$ cat src/clk_ctrl_pkg.sv
// Shared constants for clock select, prescaler and sleep control
package clk_ctrl_pkg;
    // Register byte offsets
    localparam logic [7:0] OFS_MAIN_SEL = 8'h00;
    localparam logic [7:0] OFS_DIV = 8'h04;
    localparam logic [7:0] OFS_TRIM = 8'h08;
    localparam logic [7:0] OFS_KEY = 8'h0C;
    localparam logic [7:0] OFS_PWR = 8'h10;
    localparam logic [7:0] OFS_STAT = 8'h14;
    // Field widths and positions
    localparam int SRC_W = 2;
    localparam int DIV_W = 4;
    localparam int KIND_W = 3;
    localparam int CNT_W = 8;
    localparam int PWR_ARM_BIT = 0;
    localparam int PWR_KIND_LSB = 1;
    localparam int STAT_DIV_LSB = 2;
    localparam int STAT_SLEEP_BIT = 6;
    localparam int STAT_WIN_BIT = 7;
    // Reset values and divider limit
    localparam logic [SRC_W-1:0] SRC_RST = 2'h0;
    localparam logic [DIV_W-1:0] DIV_RST = 4'h3;
    localparam logic [7:0] TRIM_RST = 8'h00;
    localparam logic [DIV_W-1:0] DIV_MAX = 4'h8;
    // Source codes
    localparam logic [SRC_W-1:0] SRC_OSC8M = 2'h0;
    localparam logic [SRC_W-1:0] SRC_OSC128K = 2'h1;
    localparam logic [SRC_W-1:0] SRC_EXT = 2'h2;
    localparam logic [SRC_W-1:0] SRC_RSVD = 2'h3;
    // Sleep kind codes
    localparam logic [KIND_W-1:0] KIND_IDLE = 3'h0;
    localparam logic [KIND_W-1:0] KIND_NOISE = 3'h1;
    localparam logic [KIND_W-1:0] KIND_PDOWN = 3'h2;
    localparam logic [KIND_W-1:0] KIND_STBY = 3'h4;
    // Unlock signature, value is arbitrary
    localparam logic [7:0] UNLOCK_KEY = 8'hA5;
    // Cycle counts
    localparam logic [2:0] WIN_TICKS = 3'h4;
    localparam logic [2:0] OSC_START_TICKS = 3'h6;
    localparam logic [2:0] HALT_TICKS = 3'h4;
    // AHB encodings and sleep sequencer states
    localparam logic [1:0] HTRANS_NONSEQ = 2'h2;
    localparam logic HRESP_OKAY = 1'b0;
    typedef enum logic [1:0] {ST_RUN, ST_SLEEP, ST_OSC_START, ST_HALT} sleep_state_type;
endpackage

$ cat src/sys_div_if.sv
// Link between the control block and the system clock prescaler
`timescale 1ns/10ps
interface sys_div_if;
    logic main_tick;
    logic [clk_ctrl_pkg::DIV_W-1:0] div_sel;
    logic sys_tick;
    logic [clk_ctrl_pkg::DIV_W-1:0] div_active;
    modport ctrl (output main_tick, output div_sel, input sys_tick, input div_active);
    modport div (input main_tick, input div_sel, output sys_tick, output div_active);
endinterface

$ cat src/clock_select_prescale_sleep.sv
// Main clock select, prescaler control, oscillator trim and sleep control
`timescale 1ns/10ps
// Notes on behaviour
// RQ1 - Select register upper six bits read zero
// RQ2 - Selector codes: 8M, 128k, external, reserved
// RQ3 - Source switch glitch free at run time
// RQ4 - Selector write needs unlock within four cycles
// RQ5 - Divider register upper four bits read zero
// RQ6 - Division is two to field, 0..8
// RQ7 - Divided clock feeds core and peripherals
// RQ8 - Divider write needs unlock within four cycles
// RQ9 - Divider resets to three, divide by eight
// RQ10 - Software keeps system clock under maximum
// RQ11 - Reset loads factory trim byte
// RQ12 - Trim zero slowest, all ones fastest
// RQ13 - Sleep needs arm bit plus sleep instruction
// RQ14 - Per-mode clock domain and oscillator gating
// RQ15 - Per-mode wake source selection
// RQ16 - Deep modes: level irq zero, address match
// RQ17 - Halt four cycles after start-up, then service
// RQ18 - Sleep leaves register file and memory intact
// RQ19 - Reset in sleep restarts at reset vector
// RQ20 - Level wake source held long enough
// RQ21 - Sleep kind codes 000,001,010,100
// RQ22 - Divider change makes no short period
// RQ23 - Power-down wake waits six oscillator ticks
// RQ24 - Reserved selector or divider writes ignored
// RQ25 - Unlock window closes after four or one write
module clock_select_prescale_sleep (
    input wire logic hclk,
    input wire logic hresetn,
    input wire logic hsel,
    input wire logic [31:0] haddr,
    input wire logic [1:0] htrans,
    input wire logic hwrite,
    input wire logic [2:0] hsize,
    input wire logic [31:0] hwdata,
    input wire logic hready,
    output logic hreadyout,
    output logic hresp,
    output logic [31:0] hrdata,
    input wire logic osc8m_tick,
    input wire logic osc128k_tick,
    input wire logic ext_clk_tick,
    input wire logic [7:0] factory_trim,
    output logic [7:0] osc_trim,
    output logic [1:0] main_src_active,
    output logic main_tick,
    output logic sys_tick,
    input wire logic sleep_instr,
    input wire logic irq_any,
    input wire logic ext_irq_zero,
    input wire logic ext_irq_zero_level_mode,
    input wire logic pin_change_irq,
    input wire logic watchdog_osc_irq,
    input wire logic two_wire_slave_irq,
    input wire logic two_wire_slave_addr_match,
    input wire logic converter_done_irq,
    output logic core_clk_domain_en,
    output logic nvmem_clk_domain_en,
    output logic periph_clk_domain_en,
    output logic converter_clk_domain_en,
    output logic main_osc_en,
    output logic core_halted,
    output logic irq_service
);
    sys_div_if dif ();
    sys_prescaler u_div (
        .hclk(hclk),
        .hresetn(hresetn),
        .dif(dif)
    );

    logic wr_pend_q;
    logic rd_wait_q;
    logic [7:0] addr_q;
    logic [31:0] hrdata_q;
    logic [1:0] sel_q;
    logic [1:0] src_q;
    logic switching_q;
    logic [3:0] div_q;
    logic [7:0] trim_q;
    logic trim_loaded_q;
    logic win_q;
    logic [2:0] win_cnt_q;
    logic arm_q;
    logic [2:0] kind_q;
    logic [2:0] cur_kind_q;
    logic [2:0] cnt_q;
    clk_ctrl_pkg::sleep_state_type st_q;
    clk_ctrl_pkg::sleep_state_type st_d;

    // Bus decode
    wire addr_take = hsel && hready && (htrans == clk_ctrl_pkg::HTRANS_NONSEQ);
    wire wr_take = addr_take && hwrite;
    wire rd_take = addr_take && !hwrite;
    wire wr_sel = wr_pend_q && (addr_q == clk_ctrl_pkg::OFS_MAIN_SEL);
    wire wr_div = wr_pend_q && (addr_q == clk_ctrl_pkg::OFS_DIV);
    wire wr_trim = wr_pend_q && (addr_q == clk_ctrl_pkg::OFS_TRIM);
    wire wr_key = wr_pend_q && (addr_q == clk_ctrl_pkg::OFS_KEY);
    wire wr_pwr = wr_pend_q && (addr_q == clk_ctrl_pkg::OFS_PWR);
    wire key_ok = wr_key && (hwdata[7:0] == clk_ctrl_pkg::UNLOCK_KEY);
    wire [1:0] wd_src = hwdata[clk_ctrl_pkg::SRC_W-1:0];
    wire [3:0] wd_div = hwdata[clk_ctrl_pkg::DIV_W-1:0];
    wire src_ok = wd_src != clk_ctrl_pkg::SRC_RSVD;
    wire div_ok = wd_div <= clk_ctrl_pkg::DIV_MAX;
    // Reserved codes are dropped but still close the window
    wire prot_wr = win_q && (wr_sel || wr_div);
    wire sel_upd = win_q && wr_sel && src_ok; // RQ4 RQ24
    wire div_upd = win_q && wr_div && div_ok; // RQ8 RQ24
    wire sleeping = st_q != clk_ctrl_pkg::ST_RUN;

    // Read mux, narrow registers sit low with zeros above
    logic [31:0] rd_mux;
    always_comb begin
        rd_mux = 32'h0000_0000;
        case (addr_q)
            clk_ctrl_pkg::OFS_MAIN_SEL: rd_mux[clk_ctrl_pkg::SRC_W-1:0] = sel_q; // RQ1
            clk_ctrl_pkg::OFS_DIV: rd_mux[clk_ctrl_pkg::DIV_W-1:0] = div_q; // RQ5
            clk_ctrl_pkg::OFS_TRIM: rd_mux[7:0] = trim_q;
            clk_ctrl_pkg::OFS_PWR: begin
                rd_mux[clk_ctrl_pkg::PWR_ARM_BIT] = arm_q;
                rd_mux[clk_ctrl_pkg::PWR_KIND_LSB +: clk_ctrl_pkg::KIND_W] = kind_q;
            end
            clk_ctrl_pkg::OFS_STAT: begin
                rd_mux[clk_ctrl_pkg::SRC_W-1:0] = src_q;
                rd_mux[clk_ctrl_pkg::STAT_DIV_LSB +: clk_ctrl_pkg::DIV_W] = dif.div_active;
                rd_mux[clk_ctrl_pkg::STAT_SLEEP_BIT] = sleeping;
                rd_mux[clk_ctrl_pkg::STAT_WIN_BIT] = win_q;
            end
            default: rd_mux = 32'h0000_0000;
        endcase
    end

    // Bus phase tracking; reads take one wait state so data is fresh
    always_ff @(posedge hclk or negedge hresetn) begin
        if (!hresetn) begin
            wr_pend_q <= 1'b0;
            rd_wait_q <= 1'b0;
            addr_q <= 8'h00;
        end else begin
            wr_pend_q <= wr_take;
            rd_wait_q <= rd_take;
            if (addr_take) begin
                addr_q <= haddr[7:0];
            end
        end
    end

    always_ff @(posedge hclk or negedge hresetn) begin
        if (!hresetn) begin
            hrdata_q <= 32'h0000_0000;
        end else if (rd_wait_q) begin
            hrdata_q <= rd_mux;
        end
    end

    assign hreadyout = !rd_wait_q;
    assign hresp = clk_ctrl_pkg::HRESP_OKAY;
    assign hrdata = hrdata_q;

    // Unlock window, counted in instruction cycles
    always_ff @(posedge hclk or negedge hresetn) begin
        if (!hresetn) begin
            win_q <= 1'b0;
            win_cnt_q <= 3'h0;
        end else if (key_ok) begin
            win_q <= 1'b1; // RQ25
            win_cnt_q <= 3'h0;
        end else if (prot_wr) begin
            win_q <= 1'b0; // RQ25
        end else if (win_q && sys_tick) begin
            win_cnt_q <= win_cnt_q + 3'h1;
            if (win_cnt_q == clk_ctrl_pkg::WIN_TICKS - 3'h1) begin
                win_q <= 1'b0; // RQ25
            end
        end
    end

    // Protected and plain configuration registers
    always_ff @(posedge hclk or negedge hresetn) begin
        if (!hresetn) begin
            sel_q <= clk_ctrl_pkg::SRC_RST;
            div_q <= clk_ctrl_pkg::DIV_RST; // RQ9
            arm_q <= 1'b0;
            kind_q <= clk_ctrl_pkg::KIND_IDLE;
        end else begin
            if (sel_upd) begin
                sel_q <= wd_src;
            end
            if (div_upd) begin
                div_q <= wd_div;
            end
            if (wr_pwr) begin
                arm_q <= hwdata[clk_ctrl_pkg::PWR_ARM_BIT];
                kind_q <= hwdata[clk_ctrl_pkg::PWR_KIND_LSB +: clk_ctrl_pkg::KIND_W];
            end
        end
    end

    // Trim: factory byte caught on first edge after reset release
    always_ff @(posedge hclk or negedge hresetn) begin
        if (!hresetn) begin
            trim_q <= clk_ctrl_pkg::TRIM_RST;
            trim_loaded_q <= 1'b0;
        end else if (!trim_loaded_q) begin
            trim_q <= factory_trim; // RQ11
            trim_loaded_q <= 1'b1;
        end else if (wr_trim) begin
            trim_q <= hwdata[7:0];
        end
    end
    assign osc_trim = trim_q; // RQ12

    // Source tick mux for requested and running source
    logic old_tick;
    logic new_tick;
    always_comb begin
        case (src_q)
            clk_ctrl_pkg::SRC_OSC8M: old_tick = osc8m_tick; // RQ2
            clk_ctrl_pkg::SRC_OSC128K: old_tick = osc128k_tick;
            clk_ctrl_pkg::SRC_EXT: old_tick = ext_clk_tick;
            default: old_tick = 1'b0;
        endcase
        case (sel_q)
            clk_ctrl_pkg::SRC_OSC8M: new_tick = osc8m_tick;
            clk_ctrl_pkg::SRC_OSC128K: new_tick = osc128k_tick;
            clk_ctrl_pkg::SRC_EXT: new_tick = ext_clk_tick;
            default: new_tick = 1'b0;
        endcase
    end

    // Glitch-free switch: finish old period, go quiet, start on new edge
    always_ff @(posedge hclk or negedge hresetn) begin
        if (!hresetn) begin
            src_q <= clk_ctrl_pkg::SRC_RST;
            switching_q <= 1'b0;
        end else if (switching_q) begin
            if (new_tick) begin
                src_q <= sel_q; // RQ3
                switching_q <= 1'b0;
            end
        end else if ((sel_q != src_q) && old_tick) begin
            switching_q <= 1'b1; // RQ3
        end
    end
    assign main_src_active = src_q;
    assign main_tick = old_tick && !switching_q && main_osc_en;

    // Prescaler drives the common system clock enable
    assign dif.main_tick = main_tick;
    assign dif.div_sel = div_q;
    assign sys_tick = dif.sys_tick; // RQ7

    // Wake qualification; deep modes take irq zero only in level mode, two-wire only on address match
    wire ext0_lvl = ext_irq_zero && ext_irq_zero_level_mode; // RQ16
    wire twi_am = two_wire_slave_irq && two_wire_slave_addr_match; // RQ16
    wire deep_wake = ext0_lvl || pin_change_irq || watchdog_osc_irq || twi_am;
    logic wake;
    always_comb begin
        case (cur_kind_q)
            clk_ctrl_pkg::KIND_IDLE: wake = irq_any; // RQ15
            clk_ctrl_pkg::KIND_NOISE: wake = deep_wake || converter_done_irq; // RQ15
            default: wake = deep_wake; // RQ15
        endcase
    end
    wire kind_ok = (kind_q == clk_ctrl_pkg::KIND_IDLE) || (kind_q == clk_ctrl_pkg::KIND_NOISE)
        || (kind_q == clk_ctrl_pkg::KIND_PDOWN) || (kind_q == clk_ctrl_pkg::KIND_STBY); // RQ21
    wire enter = sleep_instr && arm_q && kind_ok; // RQ13
    wire pd = cur_kind_q == clk_ctrl_pkg::KIND_PDOWN;
    wire cnt_done = cnt_q == clk_ctrl_pkg::HALT_TICKS - 3'h1;
    wire osc_done = cnt_q == clk_ctrl_pkg::OSC_START_TICKS - 3'h1;

    // Sleep sequencer; async reset drops straight back to run
    always_comb begin
        st_d = st_q;
        case (st_q)
            clk_ctrl_pkg::ST_RUN: if (enter) begin
                st_d = clk_ctrl_pkg::ST_SLEEP;
            end
            clk_ctrl_pkg::ST_SLEEP: if (wake) begin
                st_d = pd ? clk_ctrl_pkg::ST_OSC_START : clk_ctrl_pkg::ST_HALT; // RQ23
            end
            clk_ctrl_pkg::ST_OSC_START: if (main_tick && osc_done) begin
                st_d = clk_ctrl_pkg::ST_HALT; // RQ23
            end
            clk_ctrl_pkg::ST_HALT: if (sys_tick && cnt_done) begin
                st_d = clk_ctrl_pkg::ST_RUN; // RQ17
            end
            default: st_d = clk_ctrl_pkg::ST_RUN;
        endcase
    end

    always_ff @(posedge hclk or negedge hresetn) begin
        if (!hresetn) begin
            st_q <= clk_ctrl_pkg::ST_RUN; // RQ19
            cur_kind_q <= clk_ctrl_pkg::KIND_IDLE;
        end else begin
            st_q <= st_d;
            if (enter && st_q == clk_ctrl_pkg::ST_RUN) begin
                cur_kind_q <= kind_q;
            end
        end
    end

    // Shared counter for oscillator start-up and halt cycles
    always_ff @(posedge hclk or negedge hresetn) begin
        if (!hresetn) begin
            cnt_q <= 3'h0;
        end else if (st_q != st_d) begin
            cnt_q <= 3'h0;
        end else if ((st_q == clk_ctrl_pkg::ST_OSC_START && main_tick)
                || (st_q == clk_ctrl_pkg::ST_HALT && sys_tick)) begin
            cnt_q <= cnt_q + 3'h1;
        end
    end

    // Domain enables; state elsewhere is untouched across sleep
    wire in_sleep = st_q == clk_ctrl_pkg::ST_SLEEP;
    wire k_idle = cur_kind_q == clk_ctrl_pkg::KIND_IDLE;
    wire k_noise = cur_kind_q == clk_ctrl_pkg::KIND_NOISE;
    assign core_clk_domain_en = sys_tick && !sleeping; // RQ14 RQ18
    assign nvmem_clk_domain_en = sys_tick && !sleeping; // RQ14
    assign periph_clk_domain_en = sys_tick && (!in_sleep || k_idle); // RQ14
    assign converter_clk_domain_en = sys_tick && (!in_sleep || k_idle || k_noise); // RQ14
    assign main_osc_en = !(in_sleep && pd); // RQ14
    assign core_halted = sleeping;
    assign irq_service = (st_q == clk_ctrl_pkg::ST_HALT) && sys_tick && cnt_done; // RQ17
endmodule

$ cat src/sys_prescaler.sv
// Power-of-two system clock enable divider with boundary-only updates
`timescale 1ns/10ps
module sys_prescaler (
    input wire logic hclk,
    input wire logic hresetn,
    sys_div_if.div dif
);
    logic [clk_ctrl_pkg::CNT_W-1:0] cnt_q;
    logic [clk_ctrl_pkg::CNT_W-1:0] cnt_d;
    logic [clk_ctrl_pkg::DIV_W-1:0] act_q;
    logic [clk_ctrl_pkg::CNT_W-1:0] limit;
    logic wrap;

    // Terminal count is two to the power of the active setting, minus one
    assign limit = clk_ctrl_pkg::CNT_W'((9'h001 << act_q) - 9'h001); // RQ6
    assign wrap = dif.main_tick && (cnt_q == limit);
    assign cnt_d = wrap ? '0 : cnt_q + clk_ctrl_pkg::CNT_W'(1);
    assign dif.sys_tick = wrap;
    assign dif.div_active = act_q;

    // New setting taken only at a period boundary so no short period appears
    always_ff @(posedge hclk or negedge hresetn) begin
        if (!hresetn) begin
            cnt_q <= '0;
            act_q <= clk_ctrl_pkg::DIV_RST;
        end else if (dif.main_tick) begin
            cnt_q <= cnt_d;
            if (wrap) begin
                act_q <= dif.div_sel; // RQ22
            end
        end
    end
endmodule

$ cat config.mk
export PLATFORM = sky130hd
export DESIGN_NAME = clock_select_prescale_sleep
export DESIGN_NICKNAME = d
export VERILOG_FILES = /design/src/clk_ctrl_pkg.sv /design/src/sys_div_if.sv /design/src/clock_select_prescale_sleep.sv /design/src/sys_prescaler.sv
export SDC_FILE = /design/constraint.sdc
export NUM_CORES = 1
export LEC_CHECK = 0
export CAP_MARGIN = 30
export CORE_UTILIZATION = 45
export CTS_BUF_LIST = sky130_fd_sc_hd__clkbuf_4 sky130_fd_sc_hd__clkbuf_8
export DETAILED_ROUTE_END_ITERATION = 7
export DONT_BUFFER_PORTS = 1
export GPL_TIMING_DRIVEN = 0
export SKIP_LAST_GASP = 1
export SLEW_MARGIN = 20
export SYNTH_ARGS = -nofsm -noshare
export SYNTH_HDL_FRONTEND = slang
export SYNTH_SLANG_ARGS = --single-unit
$ cat constraint.sdc
create_clock -name hclk -period 2.9 [get_ports hclk]
set_clock_uncertainty 0.05 [all_clocks]
set_input_delay 0.145 -clock hclk [delete_from_list [all_inputs] [get_ports hclk]]
set_output_delay 0.145 -clock hclk [all_outputs]
set_load 0.02 [all_outputs]
==> impl_results.md <==
* Status: complete, but fails checks
* Violated checks: setup timing
* Worst Path Buf+Inv at 3
* Via count at 3211
* CTS Root Cell: clkbuf_8
* Total global routing overflow at 0
* Synth unique cells at 65
* Nets at 591
* Finished Cell Area at 0.00507 mm2
* Post-synth top flop: dfrtp_1
* CP required at 2710 ps
* Slowest stage delay, CP at 580 ps
* Yosys warns at 0
* Vias per inst at 5.35
* CP Max Fanout at 4
* Total die area at slightly below 0.009 mm2
* Hpwl dp at 6290 um
* Synth-to-layout area growth at 31.9%
* Mapped cell area at between 0.003 and 0.004 mm2
* # setup viols final at 27
* Arrival @ worst endpoint at 3200 ps
* Syn avg cell area at ~9.5 um2
* Post-Synthesis Cells at 406
* Diodes inserted at 0
* Drt drc at 0
* Slew Limit Fails at 0
* Routed WL at 9630 um
* CTS tree: built
* Number of global-route vias before repair at a little under 3000
* CTS sink cnt at 64
* Die Span Y at approximately 94 um
* Combinational share of power at a little over two fifths
* Register share of total power at 36.1%
* Core ar. at slightly above 0.008 mm2
* CTS Buf Count at 9
* Post-DP Area at 0.00415 mm2
* Fin crit share at 117%
* CP Capture Type: primary output
* Most frequent CP cell: or4_4
* PnR worst setup slack at -493 ps
* Reg clk slew, reported paths at 80 ps
* Switching share of power at 39.0%
* Row count at 33
* Iter 0 DRT Violations at 176
* Final ANT Viol Nets at 0
* Cell internal pwr at 2270 uW
* Initial antenna violation count at 0
* Post-synth ARST share at 100%
* Top cells by count, synth: 60 x dfrtp_1, 42 x nor2_1, 34 x a21oi_1
* Cell Pwr Density at 733 mW/mm2
* Hold Fails Final Rpt at 0
* Switching power at around 1500 uW
* Leading cell type by number of instances after synthesis: dfrtp_1
* Later-pin clock latency in the skew report at 340 ps
* Yosys top cell area share at 39.0%
* Least-Margin Pin Slew at 988 ps
* Max cap viols at 0
* Router iterations before antenna repair at 5
* Starting Density at 46.6%
* Yosys top cell by area: dfrtp_1
* CTS Buffer Depth at 2
* Worst setup SP type: flop
* Routed len/inst at 16.0 um
* Inst Count DP at 535
* Layout cells sized above 1 at 30.5%
* CP delay by family, top: simple AND/OR/NAND/NOR gates
* Port bufs at 0
* Io pins at 147
* First-pass GRT wire length at between 10000 and 15000 um
* Layout Cells excl Fill at 600
* CP max-delay cell: or4_4
* Cell Chain, Critical Path: inv_4 -> or4_4 -> ha_4 -> buf_6 -> and2_4 -> o211ai_1 -> a211oi_2 -> or4_4 -> buf_4 -> a21oi_4
* Min-Delay Path Class: primary input to flop
* Largest net degree at the start of global routing at 65
* GRT Util Overall at 21.9%
* Tmin final at 3390 ps
* Worst Setup Path Type: flop to primary output
* Synth area leaders: dfrtp_1 39%, buf_4 5.3%, mux2_2 5.3%, a21oi_1 4.4%, nor2_1 4.1%
* RSZ-0062 raised after global routing: yes
* Die extent in x at 94.4 um
* Max IR drop VDD at roughly 370 uV
* Clock Power Share at 20.8%
* Fmax at 295 MHz
* CTS H-tree lvls at 3
* Sequential share of the synthesized area at 41.8%
* Post-synthesis register bit count at between 60 and 70
* Slew headroom at 33.2%
* Post-synth EDFFs at 0
* Routability Congestion at 0.804
* Static Leak at 0.00226 uW
==> area by class of cell <==
| cell class | instances | area, um2 |
|---|---|---|
| clock inverters | 7 | 70.1 |
| inverters | 16 | 70.1 |
| well taps | 105 | 131 |
| plain buffers | 38 | 269 |
| repair buffers | 52 | 558 |
| fillers | 709 | 3190 |
| flip-flops and latches | 64 | 1610 |
| clock buffers | 9 | 124 |
| multi-input cells | 309 | 2240 |
==> placed cells by master (no fill, tap or decap), types with 3 or more instances in the layout <==
cell / count
or2_2: 3
clkbuf_8: 9
xnor2_1: 3
dfrtp_1: 59
o21ai_2: 3
buf_4: 40
buf_8: 3
dfstp_2: 4
xor2_1: 6
or4_4: 3
inv_1: 13
nor3_1: 8
a21oi_2: 4
and3_1: 5
a21oi_1: 28
clkbuf_1: 6
dlygate4sd3_1: 26
nand2_2: 7
and2_1: 3
conb_1: 26
clkinv_2: 3
nor2_1: 35
mux2_2: 18
a32oi_1: 4
or3_1: 4
ha_1: 6
o21a_1: 3
mux2i_1: 12
buf_6: 8
nor2b_1: 6
nand4_1: 5
o21ai_0: 13
nand2_1: 26
nor2_4: 7
nand3_1: 4
==> state kept, by name, summed over array words and instances, names as in the netlist, 2 cells and up <==
signal / cells
win_cnt_q: 3
cnt_q: 3
hrdata: 8
st_q: 2
addr_q: 8
main_src_active: 2
dif.div_sel: 4
u_div.dif.div_active: 4
cur_kind_q: 3
osc_trim: 8
sel_q: 2
kind_q: 3
u_div.cnt_q: 8
==> stage by stage <==
step / power [uW] / utilization, % / setup TNS (ps) / setup WS (ps) / hold slack (ps)
2_1_floorplan: 2230 / - / -815 / -127 / -201
3_3_place_gp: 2420 / 50.3 / -5300 / -339 / -198
3_5_place_dp: 2460 / 50.3 / -5930 / -347 / -198
4_1_cts: 3560 / 59.7 / -5250 / -583 / 6.09
5_1_grt: 3940 / 61.4 / -10820 / -592 / 7.90
6_report: 3720 / 61.4 / -8520 / -493 / 16.9
==> cell families (layout without fill, tap and decap cells) <==
| kind of cell | after synthesis | after routing | synth area share, % |
|---|---|---|---|
| simple gates | 143 | 143 | 20.2 |
| other cells | 2 | 26 | 0.195 |
| flops | 64 | 64 | 41.8 |
| buf+inv | 57 | 122 | 8.66 |
| compound gates | 92 | 92 | 15.9 |
| fa+ha+maj | 8 | 8 | 2.54 |
| mux | 30 | 30 | 8.40 |
| xor+xnor | 10 | 10 | 2.28 |
==> worst register-to-register path: cells and delay by family (launching register included) <==
kind / cells / cell delay, ps
buffers and inverters: 8 / 960
and+or+nand+nor: 6 / 950
AOI/OAI and AO/OA: 2 / 450
DFF: 1 / 570
adders and majority gates: 1 / 220
==> path summary, 6_finish.rpt <==
path | startpoint | to | cells past startpoint | slack [ps]
worst max-delay path | u_div.dif.div_active[0]$_DFFE_PN1P_ | converter_clk_domain_en | 10 | -490
worst min-delay path | hwdata[1] | dif.div_sel[0]$_DFFE_PN1P_ | 2 | 20
worst max register to register | u_div.dif.div_active[0]$_DFFE_PN1P_ | u_div.dif.div_active[3]$_DFFE_PN0P_ | 17 | -410
worst min register to register | dif.div_sel[0]$_DFFE_PN1P_ | u_div.dif.div_active[0]$_DFFE_PN1P_ | 2 | 440
max in group asynchronous | hresetn | u_div.dif.div_active[1]$_DFFE_PN1P_ | 2 | 2200
min in group asynchronous | hresetn | u_div.cnt_q[6]$_DFFE_PN0P_ | 2 | 280
==> power groups by stage <==
stage                     Clock, uW  Combinational [uW]  Sequential [uW]
after floorplan                   0                 942             1290
after global placement            0                1080             1340
after detailed placement          0                1110             1350
after CTS                       781                1450             1330
after global routing            824                1750             1380
final                           773                1600             1340
==> layer usage <==
| metal | GRT usage, % | up-vias | share of wire, % |
|---|---|---|---|
| li1 | - | 1577 | - |
| met1 | 28.4 | 1514 | 43 |
| met2 | 34.7 | 105 | 48 |
| met3 | 7.09 | 15 | 6.8 |
| met4 | 7.18 | 0 | 1.8 |
| met5 | 0 | - | 0 |
==> what timing repair did <==
| item | in CTS | in global routing |
|---|---|---|
| buffers inserted | 16 | 9 |
| resized for setup | 35 | 34 |
| hold buffers | 27 | 0 |
| pin swaps | 13 | 13 |
| endpoints found under the hold margin | 92 | 0 |
| endpoints found under the setup margin | 27 | 27 |
| gates cloned | 2 | 0 |
(Power assumes the default switching activity.)
